### src/inc/hbu_pkg.sv
// Package for the hardware breakpoint unit: register map, field layout, types.
// Assumes a 32-bit Avalon-MM slave with word addressing of byte offsets.
package hbu_pkg;
    localparam int ADDR_W = 32;
    localparam int NUM_DATA = 2;
    localparam int NUM_INSTR = 4;
    localparam int NUM_CMP = 9;
    // Comparator index order: data 0-1, instruction 2-5, pm data 6, io 7, ext port 8
    localparam int CMP_DATA0 = 0;
    localparam int CMP_INSTR0 = 2;
    localparam int CMP_PMD = 6;
    localparam int CMP_IO = 7;
    localparam int CMP_EXT = 8;
    localparam int CMP_IDX_W = 4;

    // Register map (byte offsets); each comparator uses a block of 16 bytes
    localparam logic [7:0] REG_CTRL = 8'h00;
    localparam logic [7:0] REG_SKIP = 8'h04;
    localparam logic [7:0] REG_STATUS = 8'h08;
    localparam logic [7:0] REG_SKIP_CUR = 8'h0c;
    localparam logic [7:0] REG_CMP_BASE = 8'h10;
    localparam logic [7:0] REG_CMP_LAST = 8'h9f;
    localparam logic [1:0] CMP_OFS_START = 2'h0;
    localparam logic [1:0] CMP_OFS_END = 2'h1;
    localparam logic [1:0] CMP_OFS_CFG = 2'h2;

    // Control register fields
    localparam int CTRL_AND_ALL = 0;
    localparam int CTRL_RESTORE = 1;
    localparam int CTRL_ABORT = 2;
    // Status register fields
    localparam int STAT_HALT = 0;
    localparam int STAT_HUNG = 1;
    // Comparator config fields
    localparam int CFG_EN = 0;
    localparam int CFG_EXCL = 1;
    localparam int CFG_MODE_LSB = 2;

    localparam int SKIP_W = 16;
    localparam int LATENCY = 2;
    localparam logic [31:0] RD_ZERO = 32'h0000_0000;

    typedef enum logic [1:0] {
        HBU_MODE_OFF = 2'h0,
        HBU_MODE_WR = 2'h1,
        HBU_MODE_RD = 2'h2,
        HBU_MODE_ANY = 2'h3
    } hbu_mode_e;

    typedef struct packed {
        logic [ADDR_W-1:0] start_addr;
        logic [ADDR_W-1:0] end_addr;
        logic en;
        logic excl;
        hbu_mode_e mode;
    } hbu_cmp_cfg_s;

    typedef struct packed {
        logic valid;
        logic rd;
        logic wr;
        logic [ADDR_W-1:0] addr;
    } hbu_access_s;

    // Gray-coded halt sequencer states
    typedef enum logic [1:0] {
        HBU_ST_RUN = 2'b00,
        HBU_ST_PEND = 2'b01,
        HBU_ST_HALT = 2'b11
    } hbu_state_e;
endpackage
### src/hdl/hbu_cmp.sv
// One address range comparator with enable, exclusive and access qualifier.
// Assumes access strobes are synchronous to i_clk.
`timescale 1ns/1ps
module hbu_cmp (
    input wire logic i_clk,
    input wire logic i_sys_rst,
    input hbu_pkg::hbu_cmp_cfg_s i_cfg,
    input hbu_pkg::hbu_access_s i_acc,
    input wire logic i_qualified,
    output logic o_match
);
    import hbu_pkg::*;
    logic in_range;
    logic kind_ok;
    logic match_d;
    logic match_q;

    always_comb begin
        // Both limits included
        in_range = (i_acc.addr >= i_cfg.start_addr) && (i_acc.addr <= i_cfg.end_addr);
        if (!i_qualified) begin
            kind_ok = i_acc.valid;
        end else begin
            case (i_cfg.mode)
                HBU_MODE_WR: kind_ok = i_acc.valid && i_acc.wr;
                HBU_MODE_RD: kind_ok = i_acc.valid && i_acc.rd;
                HBU_MODE_ANY: kind_ok = i_acc.valid && (i_acc.rd || i_acc.wr);
                default: kind_ok = 1'b0;
            endcase
        end
        match_d = i_cfg.en && kind_ok && (in_range ^ i_cfg.excl);
    end

    always_ff @(posedge i_clk) begin
        if (i_sys_rst) begin
            match_q <= 1'b0;
        end else begin
            match_q <= match_d;
        end
    end

    assign o_match = match_q;
endmodule

### src/hdl/hbu_regs.sv
// Comparator configuration store: one word per field per comparator.
// Read data are registered; writes take one cycle.
`timescale 1ns/1ps
module hbu_regs (
    input wire logic i_clk,
    input wire logic i_sys_rst,
    input wire logic i_wr,
    input wire logic [hbu_pkg::CMP_IDX_W-1:0] i_idx,
    input wire logic [1:0] i_field,
    input wire logic [31:0] i_wdata,
    output logic [31:0] o_rdata,
    output hbu_pkg::hbu_cmp_cfg_s o_cfg [hbu_pkg::NUM_CMP]
);
    import hbu_pkg::*;
    hbu_cmp_cfg_s cfg_q [NUM_CMP];
    hbu_cmp_cfg_s cfg_d [NUM_CMP];
    logic [31:0] rdata_d;
    logic [31:0] rdata_q;

    always_comb begin
        rdata_d = RD_ZERO;
        for (int i = 0; i < NUM_CMP; i++) begin
            cfg_d[i] = cfg_q[i];
            if (i_idx == CMP_IDX_W'(i)) begin
                if (i_field == CMP_OFS_START) begin
                    rdata_d = cfg_q[i].start_addr;
                end else if (i_field == CMP_OFS_END) begin
                    rdata_d = cfg_q[i].end_addr;
                end else if (i_field == CMP_OFS_CFG) begin
                    rdata_d = {28'h0, cfg_q[i].mode, cfg_q[i].excl, cfg_q[i].en};
                end
                if (i_wr) begin
                    if (i_field == CMP_OFS_START) begin
                        cfg_d[i].start_addr = i_wdata;
                    end else if (i_field == CMP_OFS_END) begin
                        cfg_d[i].end_addr = i_wdata;
                    end else if (i_field == CMP_OFS_CFG) begin
                        cfg_d[i].en = i_wdata[CFG_EN];
                        cfg_d[i].excl = i_wdata[CFG_EXCL];
                        cfg_d[i].mode = hbu_mode_e'(i_wdata[CFG_MODE_LSB +: 2]);
                    end
                end
            end
        end
    end

    always_ff @(posedge i_clk) begin
        rdata_q <= rdata_d;
        for (int i = 0; i < NUM_CMP; i++) begin
            if (i_sys_rst) begin
                cfg_q[i] <= '0;
            end else begin
                cfg_q[i] <= cfg_d[i];
            end
        end
    end

    assign o_rdata = rdata_q;
    assign o_cfg = cfg_q;
endmodule

### src/hdl/hbu_top.sv
// Hardware breakpoint unit top: bus slave, comparators, combine, skip, halt, hang abort.
// Assumes core access buses synchronous to i_clk, one access per cycle per bus.
//
// Summary of operation
// Each comparator has its own enable
// Match when address within inclusive range
// Exclusive option matches outside the range
// Qualifier modes: off, write, read, any
// Skip counter decrements; halt only at zero
// Restore option reloads skip count after break
// Groups ORed, or ANDed when selected
// Data comparators watch first generator, data modifier
// Two data comparators ORed together
// Four instruction comparators ORed together
// Program data comparator watches second generator
// IO comparator watches the IO address bus
// External port comparator watches port accesses
// Break asserts two cycles after condition; the code raises o_halt three cycles after cond
// Debugger traps one address with start=end
// Debugger avoids illegal breakpoint locations
// Empty or full peripheral port stalls core
// Abort control kills the stalled instruction
// Emulator verifies writes by reading back
// Emulator clears cycle counters before run
// Skip count zero halts on first event
`timescale 1ns/1ps
module hbu_top (
    input wire logic i_clk,
    input wire logic i_sys_rst,
    input wire logic [7:0] i_avs_address,
    input wire logic i_avs_read,
    input wire logic i_avs_write,
    input wire logic [31:0] i_avs_writedata,
    output logic [31:0] o_avs_readdata,
    output logic o_avs_waitrequest,
    input hbu_pkg::hbu_access_s i_first_data_address_generator,
    input hbu_pkg::hbu_access_s i_data_memory_modifier,
    input hbu_pkg::hbu_access_s i_second_data_address_generator,
    input hbu_pkg::hbu_access_s i_program_memory_modifier,
    input hbu_pkg::hbu_access_s i_io_bus,
    input hbu_pkg::hbu_access_s i_external_memory_port,
    input hbu_pkg::hbu_access_s i_instr_exec,
    input wire logic i_port_empty_read,
    input wire logic i_port_full_write,
    output logic o_core_stall,
    output logic o_abort_stalled,
    output logic o_halt
);
    import hbu_pkg::*;

    hbu_cmp_cfg_s cfg [NUM_CMP];
    hbu_access_s acc [NUM_CMP];
    hbu_access_s data_acc;
    hbu_access_s pmd_acc;
    logic [NUM_CMP-1:0] match;
    logic [31:0] mem_rdata;

    // Bus slave state
    logic ack_q;
    logic ack_d;
    logic is_cmp;
    logic mem_wr;
    logic [7:0] rel;
    logic [31:0] rdata_d;
    logic [31:0] rdata_q;

    // Control state
    logic and_all_q;
    logic and_all_d;
    logic restore_q;
    logic restore_d;
    logic abort_q;
    logic abort_d;
    logic [SKIP_W-1:0] skip_init_q;
    logic [SKIP_W-1:0] skip_init_d;
    logic [SKIP_W-1:0] skip_q;
    logic [SKIP_W-1:0] skip_d;
    logic [LATENCY-1:0] pipe_q;
    logic [LATENCY-1:0] pipe_d;
    hbu_state_e state_q;
    hbu_state_e state_d;

    logic data_grp;
    logic instr_grp;
    logic any_en;
    logic cond;
    logic hung;

    // Data and program data monitors see either source
    always_comb begin
        data_acc = i_first_data_address_generator.valid
            ? i_first_data_address_generator : i_data_memory_modifier;
        pmd_acc = i_second_data_address_generator.valid
            ? i_second_data_address_generator : i_program_memory_modifier;
    end

    generate
        for (genvar g = 0; g < NUM_CMP; g++) begin : g_cmp
            if (g < CMP_INSTR0) begin : g_d
                assign acc[g] = data_acc;
            end else if (g < CMP_PMD) begin : g_i
                assign acc[g] = i_instr_exec;
            end else if (g == CMP_PMD) begin : g_p
                assign acc[g] = pmd_acc;
            end else if (g == CMP_IO) begin : g_o
                assign acc[g] = i_io_bus;
            end else begin : g_e
                assign acc[g] = i_external_memory_port;
            end
            hbu_cmp u_cmp (
                .i_clk(i_clk),
                .i_sys_rst(i_sys_rst),
                .i_cfg(cfg[g]),
                .i_acc(acc[g]),
                .i_qualified((g < CMP_INSTR0) || (g >= CMP_PMD)),
                .o_match(match[g])
            );
        end
    endgenerate

    assign rel = i_avs_address - REG_CMP_BASE;
    assign is_cmp = (i_avs_address >= REG_CMP_BASE) && (i_avs_address <= REG_CMP_LAST);
    // Writes land only at the edge where waitrequest is low
    assign mem_wr = i_avs_write && is_cmp && ack_q;

    hbu_regs u_regs (
        .i_clk(i_clk),
        .i_sys_rst(i_sys_rst),
        .i_wr(mem_wr),
        .i_idx(rel[7:4]),
        .i_field(rel[3:2]),
        .i_wdata(i_avs_writedata),
        .o_rdata(mem_rdata),
        .o_cfg(cfg)
    );

    // Group combine: each group is the OR of its enabled members
    always_comb begin
        data_grp = |match[CMP_INSTR0-1:CMP_DATA0];
        instr_grp = |match[CMP_PMD-1:CMP_INSTR0];
        any_en = 1'b0;
        for (int i = 0; i < NUM_CMP; i++) begin
            any_en = any_en | cfg[i].en;
        end
        if (and_all_q) begin
            // Only enabled groups take part in the AND
            cond = any_en;
            if ((cfg[0].en || cfg[1].en) && !data_grp) cond = 1'b0;
            if ((cfg[2].en || cfg[3].en || cfg[4].en || cfg[5].en) && !instr_grp) cond = 1'b0;
            if (cfg[CMP_PMD].en && !match[CMP_PMD]) cond = 1'b0;
            if (cfg[CMP_IO].en && !match[CMP_IO]) cond = 1'b0;
            if (cfg[CMP_EXT].en && !match[CMP_EXT]) cond = 1'b0;
        end else begin
            cond = data_grp | instr_grp | (|match[NUM_CMP-1:CMP_PMD]);
        end
    end

    // Skip count, latency pipe and halt sequencer
    always_comb begin
        skip_d = skip_q;
        pipe_d = {pipe_q[LATENCY-2:0], 1'b0};
        state_d = state_q;
        case (state_q)
            HBU_ST_RUN: begin
                if (cond) begin
                    if (skip_q == '0) begin
                        pipe_d[0] = 1'b1;
                        state_d = HBU_ST_PEND;
                    end else begin
                        skip_d = skip_q - 1'b1;
                    end
                end
            end
            HBU_ST_PEND: begin
                if (pipe_q[LATENCY-1]) begin
                    state_d = HBU_ST_HALT;
                    if (restore_q) begin
                        skip_d = skip_init_q;
                    end
                end
            end
            default: begin
                pipe_d = '0;
            end
        endcase
        if (i_avs_write && ack_q && i_avs_address == REG_SKIP) begin
            skip_d = i_avs_writedata[SKIP_W-1:0];
        end
        // Writing status with halt bit set resumes the core
        if (i_avs_write && ack_q && i_avs_address == REG_STATUS &&
                i_avs_writedata[STAT_HALT]) begin
            state_d = HBU_ST_RUN;
            pipe_d = '0;
        end
    end

    // Hang handling
    assign hung = i_port_empty_read | i_port_full_write;
    assign o_core_stall = hung;
    assign o_abort_stalled = abort_q & hung;

    // Bus slave: one wait state; writes take effect with the answer
    always_comb begin
        ack_d = (i_avs_read || i_avs_write) && !ack_q;
        and_all_d = and_all_q;
        restore_d = restore_q;
        abort_d = abort_q & hung;
        skip_init_d = skip_init_q;
        rdata_d = RD_ZERO;
        if (i_avs_write && ack_q) begin
            if (i_avs_address == REG_CTRL) begin
                and_all_d = i_avs_writedata[CTRL_AND_ALL];
                restore_d = i_avs_writedata[CTRL_RESTORE];
                abort_d = i_avs_writedata[CTRL_ABORT];
            end else if (i_avs_address == REG_SKIP) begin
                skip_init_d = i_avs_writedata[SKIP_W-1:0];
            end
        end
        if (i_avs_address == REG_CTRL) begin
            rdata_d = {29'h0, abort_q, restore_q, and_all_q};
        end else if (i_avs_address == REG_SKIP) begin
            rdata_d = {16'h0, skip_init_q};
        end else if (i_avs_address == REG_STATUS) begin
            rdata_d = {30'h0, hung, state_q == HBU_ST_HALT};
        end else if (i_avs_address == REG_SKIP_CUR) begin
            rdata_d = {16'h0, skip_q};
        end
    end

    always_ff @(posedge i_clk) begin
        if (i_sys_rst) begin
            ack_q <= 1'b0;
            and_all_q <= 1'b0;
            restore_q <= 1'b0;
            abort_q <= 1'b0;
            skip_init_q <= '0;
            skip_q <= '0;
            pipe_q <= '0;
            state_q <= HBU_ST_RUN;
            rdata_q <= RD_ZERO;
        end else begin
            ack_q <= ack_d;
            and_all_q <= and_all_d;
            restore_q <= restore_d;
            abort_q <= abort_d;
            skip_init_q <= skip_init_d;
            skip_q <= skip_d;
            pipe_q <= pipe_d;
            state_q <= state_d;
            rdata_q <= rdata_d;
        end
    end

    assign o_avs_waitrequest = (i_avs_read || i_avs_write) && !ack_q;
    assign o_avs_readdata = is_cmp ? mem_rdata : rdata_q;
    assign o_halt = (state_q == HBU_ST_HALT);
endmodule

### config.mk
export PLATFORM = sky130hd
export DESIGN_NAME = hbu_top
export DESIGN_NICKNAME = d
export VERILOG_FILES = /design/src/inc/hbu_pkg.sv /design/src/hdl/hbu_cmp.sv /design/src/hdl/hbu_regs.sv /design/src/hdl/hbu_top.sv
export SDC_FILE = /design/constraint.sdc
export NUM_CORES = 2
export LEC_CHECK = 0
export BUFFER_PORTS_ARGS = -buffer_cell sky130_fd_sc_hd__buf_2
export CAP_MARGIN = 20
export CORE_ASPECT_RATIO = 0.8
export CORE_MARGIN = 10
export CORE_UTILIZATION = 47
export CTS_BUF_LIST = sky130_fd_sc_hd__clkbuf_2
export CTS_CLUSTER_SIZE = 28
export DETAILED_ROUTE_END_ITERATION = 12
export GPL_ROUTABILITY_DRIVEN = 1
export PLACE_DENSITY = 0.62
export SKIP_LAST_GASP = 1
export SLEW_MARGIN = 30
export SYNTH_ARGS = -nofsm -noshare
export SYNTH_HDL_FRONTEND = slang
export SYNTH_SLANG_ARGS = --single-unit
export TNS_END_PERCENT = 20
### constraint.sdc
create_clock -name i_clk -period 9.5 [get_ports i_clk]
set_clock_uncertainty 0.15 [all_clocks]
set_input_delay 0 -clock i_clk [delete_from_list [all_inputs] [get_ports i_clk]]
set_output_delay 0 -clock i_clk [all_outputs]
set_load 0.02 [all_outputs]
==> summary.txt <==
Global routing
  – Grt ovf: 0
  – Overall routing resource usage: a little under a third
  – First-pass GRT wire length: around 260 mm
  – Largest net degree at the start of global routing: 197
  – Number of global-route vias before repair: 42020
  – Initial antenna violation count: 12

Synthesis
  – Synth Warn #: 0
  – EDFF count, synth: 0
  – Count of different cell masters after synthesis: between 70 and 80
  – Gate Count Post-Synth: 5976
  – Number of synthesized register bits: around 710
  – Most used DFF post-synth: dfxtp_1
  – Syn nets: 6844
  – Seq/Total Area, Yosys: 31.46%
  – Syn avg cell area: 7.550 µm²
  – Synth async-reset ratio: 0%
  – Synthesized area: between 40000 and 50000 µm²

Outcome
  – Status: finished clean

Run
  – Max cap viols: 0

Critical path
  – Endpoint class of the critical path: flip-flop
  – Top cell family by delay on the critical path: buffers and inverters
  – Crit Path Max Fanout: 3
  – Reg2Reg Setup Slack: 4.24 ns
  – Slowest cell on the critical path: dlygate4sd3_1
  – Crit-path cells: inv_1 -> ha_1 -> nand4_1 -> or4_1 -> a21oi_1 -> a21oi_1 -> a21oi_1 -> nor4_1 -> dlygate4sd3_1 -> a2bb2oi_1 -> dlygate4sd3_1 -> mux2i_1 -> dlygate4sd3_1 -> dlygate4sd3_1
  – Startpoint types: flip-flop
  – Slowest cell delay on critical path: 0.71 ns
  – CP arrival: around 6.5 ns
  – Crit Path Class: flip-flop to flip-flop
  – Crit path top cell by count: dlygate4sd3_1
  – WP data required: 10.73 ns
  – Bufs and invs on worst path: 5

STA
  – Relative slew slack: 30.57%
  – Final min period: 5.260 ns
  – Period utilization: 55.37%
  – Final Worst Setup Slack: 4.240 ns
  – Final setup violation count: 0
  – Achievable Freq: 190.1 MHz
  – Final Max Slew Viols: 0
  – Setup TNS: 0 ns
  – Unrepaired setup endpoints after global routing: no
  – Hold Violations, Final: 0
  – Worst-Margin Slew: 1.041 ns

Floorplanning
  – Horiz. Die Dim: 366.4 µm
  – Core Box Area: 95030 µm²
  – Initial core utilization: 47.48%
  – Die area: 108900 µm²
  – Die height: 297.1 µm
  – Row count: 101
  – # IOs: roughly 330

Detailed routing
  – Vias per inst: ~5.7
  – Final WL: about 180 mm
  – DRC viols: 0
  – Post-route ant nets: 0
  – Average routed wire per standard cell: 22.49 µm
  – DR iter-0 viols: ~4800
  – Via count: 44850
  – TritonRoute pass-1 iters: 6

Placed design
  – Hpwl dp: 129.5 mm
  – Final GP Congestion: 0.9641
  – I/O Buffers: roughly 320
  – Pre-CTS setup slack: 5.314 ns

Clock network
  – # clock sinks: approximately 710
  – Worst-Skew Late Latency: roughly 1.5 ns
  – # H-tree levels: 4
  – Clock slew at reported path FFs: 0.12 ns
  – CTS tree: yes
  – CTS Buf Count: 188
  – Root buf cell: clkbuf_2
  – CTS Buffer Depth: 3

Pwr
  – Worst VDD drop: approximately 0.079 mV
  – LEAKAGE: slightly below 20 nW
  – Power Dens Cells: about 120 nW/µm²

Finish
  – Final nets: 7335
  – Final core occ: 54.91%
  – Share of cells above drive strength 1: 12.84%
  – Area delta synth->final: 15.65%

Min path
  – Hold WC Path Type: input pin to flip-flop
## worst reg2reg max path, stage by stage (launching register included)
cell           delay (ns)
dfxtp_1              0.36
inv_1                0.05
ha_1                 0.31
nand4_1              0.16
or4_1                0.62
a21oi_1              0.24
a21oi_1              0.11
a21oi_1              0.34
nor4_1               0.07
dlygate4sd3_1        0.57
a2bb2oi_1            0.21
dlygate4sd3_1        0.71
mux2i_1              0.15
dlygate4sd3_1        0.55
dlygate4sd3_1        0.54
## registers in the layout (all words and copies together) (netlist names)
name and flops:
restore_q 1, skip_q 16, and_all_q 1, state_q 2
u_regs.o_cfg 612, pipe_q 2, u_regs.o_rdata 32, g_cmp.u_cmp.o_match 9
ack_q 1, rdata_q 16, abort_q 1, skip_init_q 16
## stage by stage
step                cell area, µm²  power [mW]  cells  hold WS [ns]
global route                 52160       6.324   7912       0.02556
global placement             47420       3.783   7281        0.1158
floorplan                    45120       3.499   5976    -0.0002215
detailed placement           47440       3.797   7281        0.1290
finish                       52180       6.075   7918       0.02298
CTS                          52030       6.076   7889       0.01334
## layer usage
metal | track usage (%) | routed length (µm)
met5 | 0 | 11
met4 | 9.997 | 5053
met3 | 8.811 | 20670
met2 | 43.86 | 71840
met1 | 45.07 | 80540
## cell type report
type                       count  area (µm²)
antenna                       13       32.53
clock buffer                 276        1381
clock inverter                65       322.8
fill                        9358       42850
inverter                     581        2181
multi-input combinational   4326       27400
sequential                   709       14190
tap                         1287        1610
timing repair buffer         661        5056
## where the power goes
group | leakage [nW] | internal (mW) | switching, mW
clock network | 1.31 | 0.837 | 1.41
registers | 5.71 | 2.97 | 0.00276
logic | 12.5 | 0.335 | 0.518
total | 19.5 | 4.15 | 1.93
## cell usage after synthesis (7+ instances only)
master	count	share of area (%)
nand2_1	1407	12
a21oi_1	809	9.0
dfxtp_1	709	31
inv_1	581	4.8
ha_1	577	16
mux2i_1	268	5.9
clkbuf_1	261	2.2
nor2_1	229	1.9
o21ai_0	194	2.2
nand4_1	87	1.2
mux2_2	80	2.0
o22ai_1	79	1.1
buf_2	77	0.85
nand3_1	60	0.67
a21o_1	53	0.88
nor4_1	48	0.67
a211oi_1	46	0.77
a221oi_1	36	0.70
nor3_1	33	0.37
nor2b_1	30	0.42
o211ai_1	29	0.48
and3_1	25	0.35
a22oi_1	24	0.40
buf_1	19	0.16
a2111oi_0	18	0.35
nand2b_1	17	0.24
o21a_1	16	0.27
and4_1	15	0.29
nand3b_1	11	0.18
a31oi_1	10	0.14
or2_2	9	0.12
nor3_2	7	0.16
o21ai_1	7	0.078
## cell families after synthesis
logic type	Yosys count	synth area share (%)
buffers and inverters	941	8.084
adder cells (fa/ha/maj)	577	16.00
multiplexers	349	7.967
XOR/XNOR	3	0.05825
AND/OR/NAND/NOR	2012	18.86
flip-flops	709	31.46
AO/OA/AOI/OAI	1385	17.57
## final timing paths
kind                       startpoint                endpoint  cells past startpoint
setup / recovery     u_regs.o_cfg[86]  g_cmp[7].u_cmp.o_match                     14
hold / removal    i_avs_writedata[21]        u_regs.o_cfg[25]                      6
setup reg to reg     u_regs.o_cfg[86]  g_cmp[7].u_cmp.o_match                     14
hold reg to reg             pipe_q[0]               pipe_q[1]                      2
## cells in the final DEF (no fill, tap or decap), drive strengths merged, types with 17 or more instances in the layout
cell type / n
o21ai: 202
nor2: 233
and3: 25
a211oi: 46
nand3: 60
a221oi: 36
nand2: 1409
ha: 577
dfxtp: 709
mux2i: 268
nor2b: 30
o22ai: 79
a22oi: 24
nor4: 51
clkbuf: 276
nand4: 88
nand2b: 17
clkinv: 53
dlygate4sd3: 247
buf: 414
a21oi: 809
a21o: 53
nor3: 40
o211ai: 29
a2111oi: 19
mux2: 81
inv: 587
## repair_timing
action                    4_1_cts  5_1_grt
setup buffers                   0        0
hold buffers                  267       15
gates resized for setup         0        0
hold endpoints to repair      709      266
Note: power is estimated with default switching activity, not from simulation.
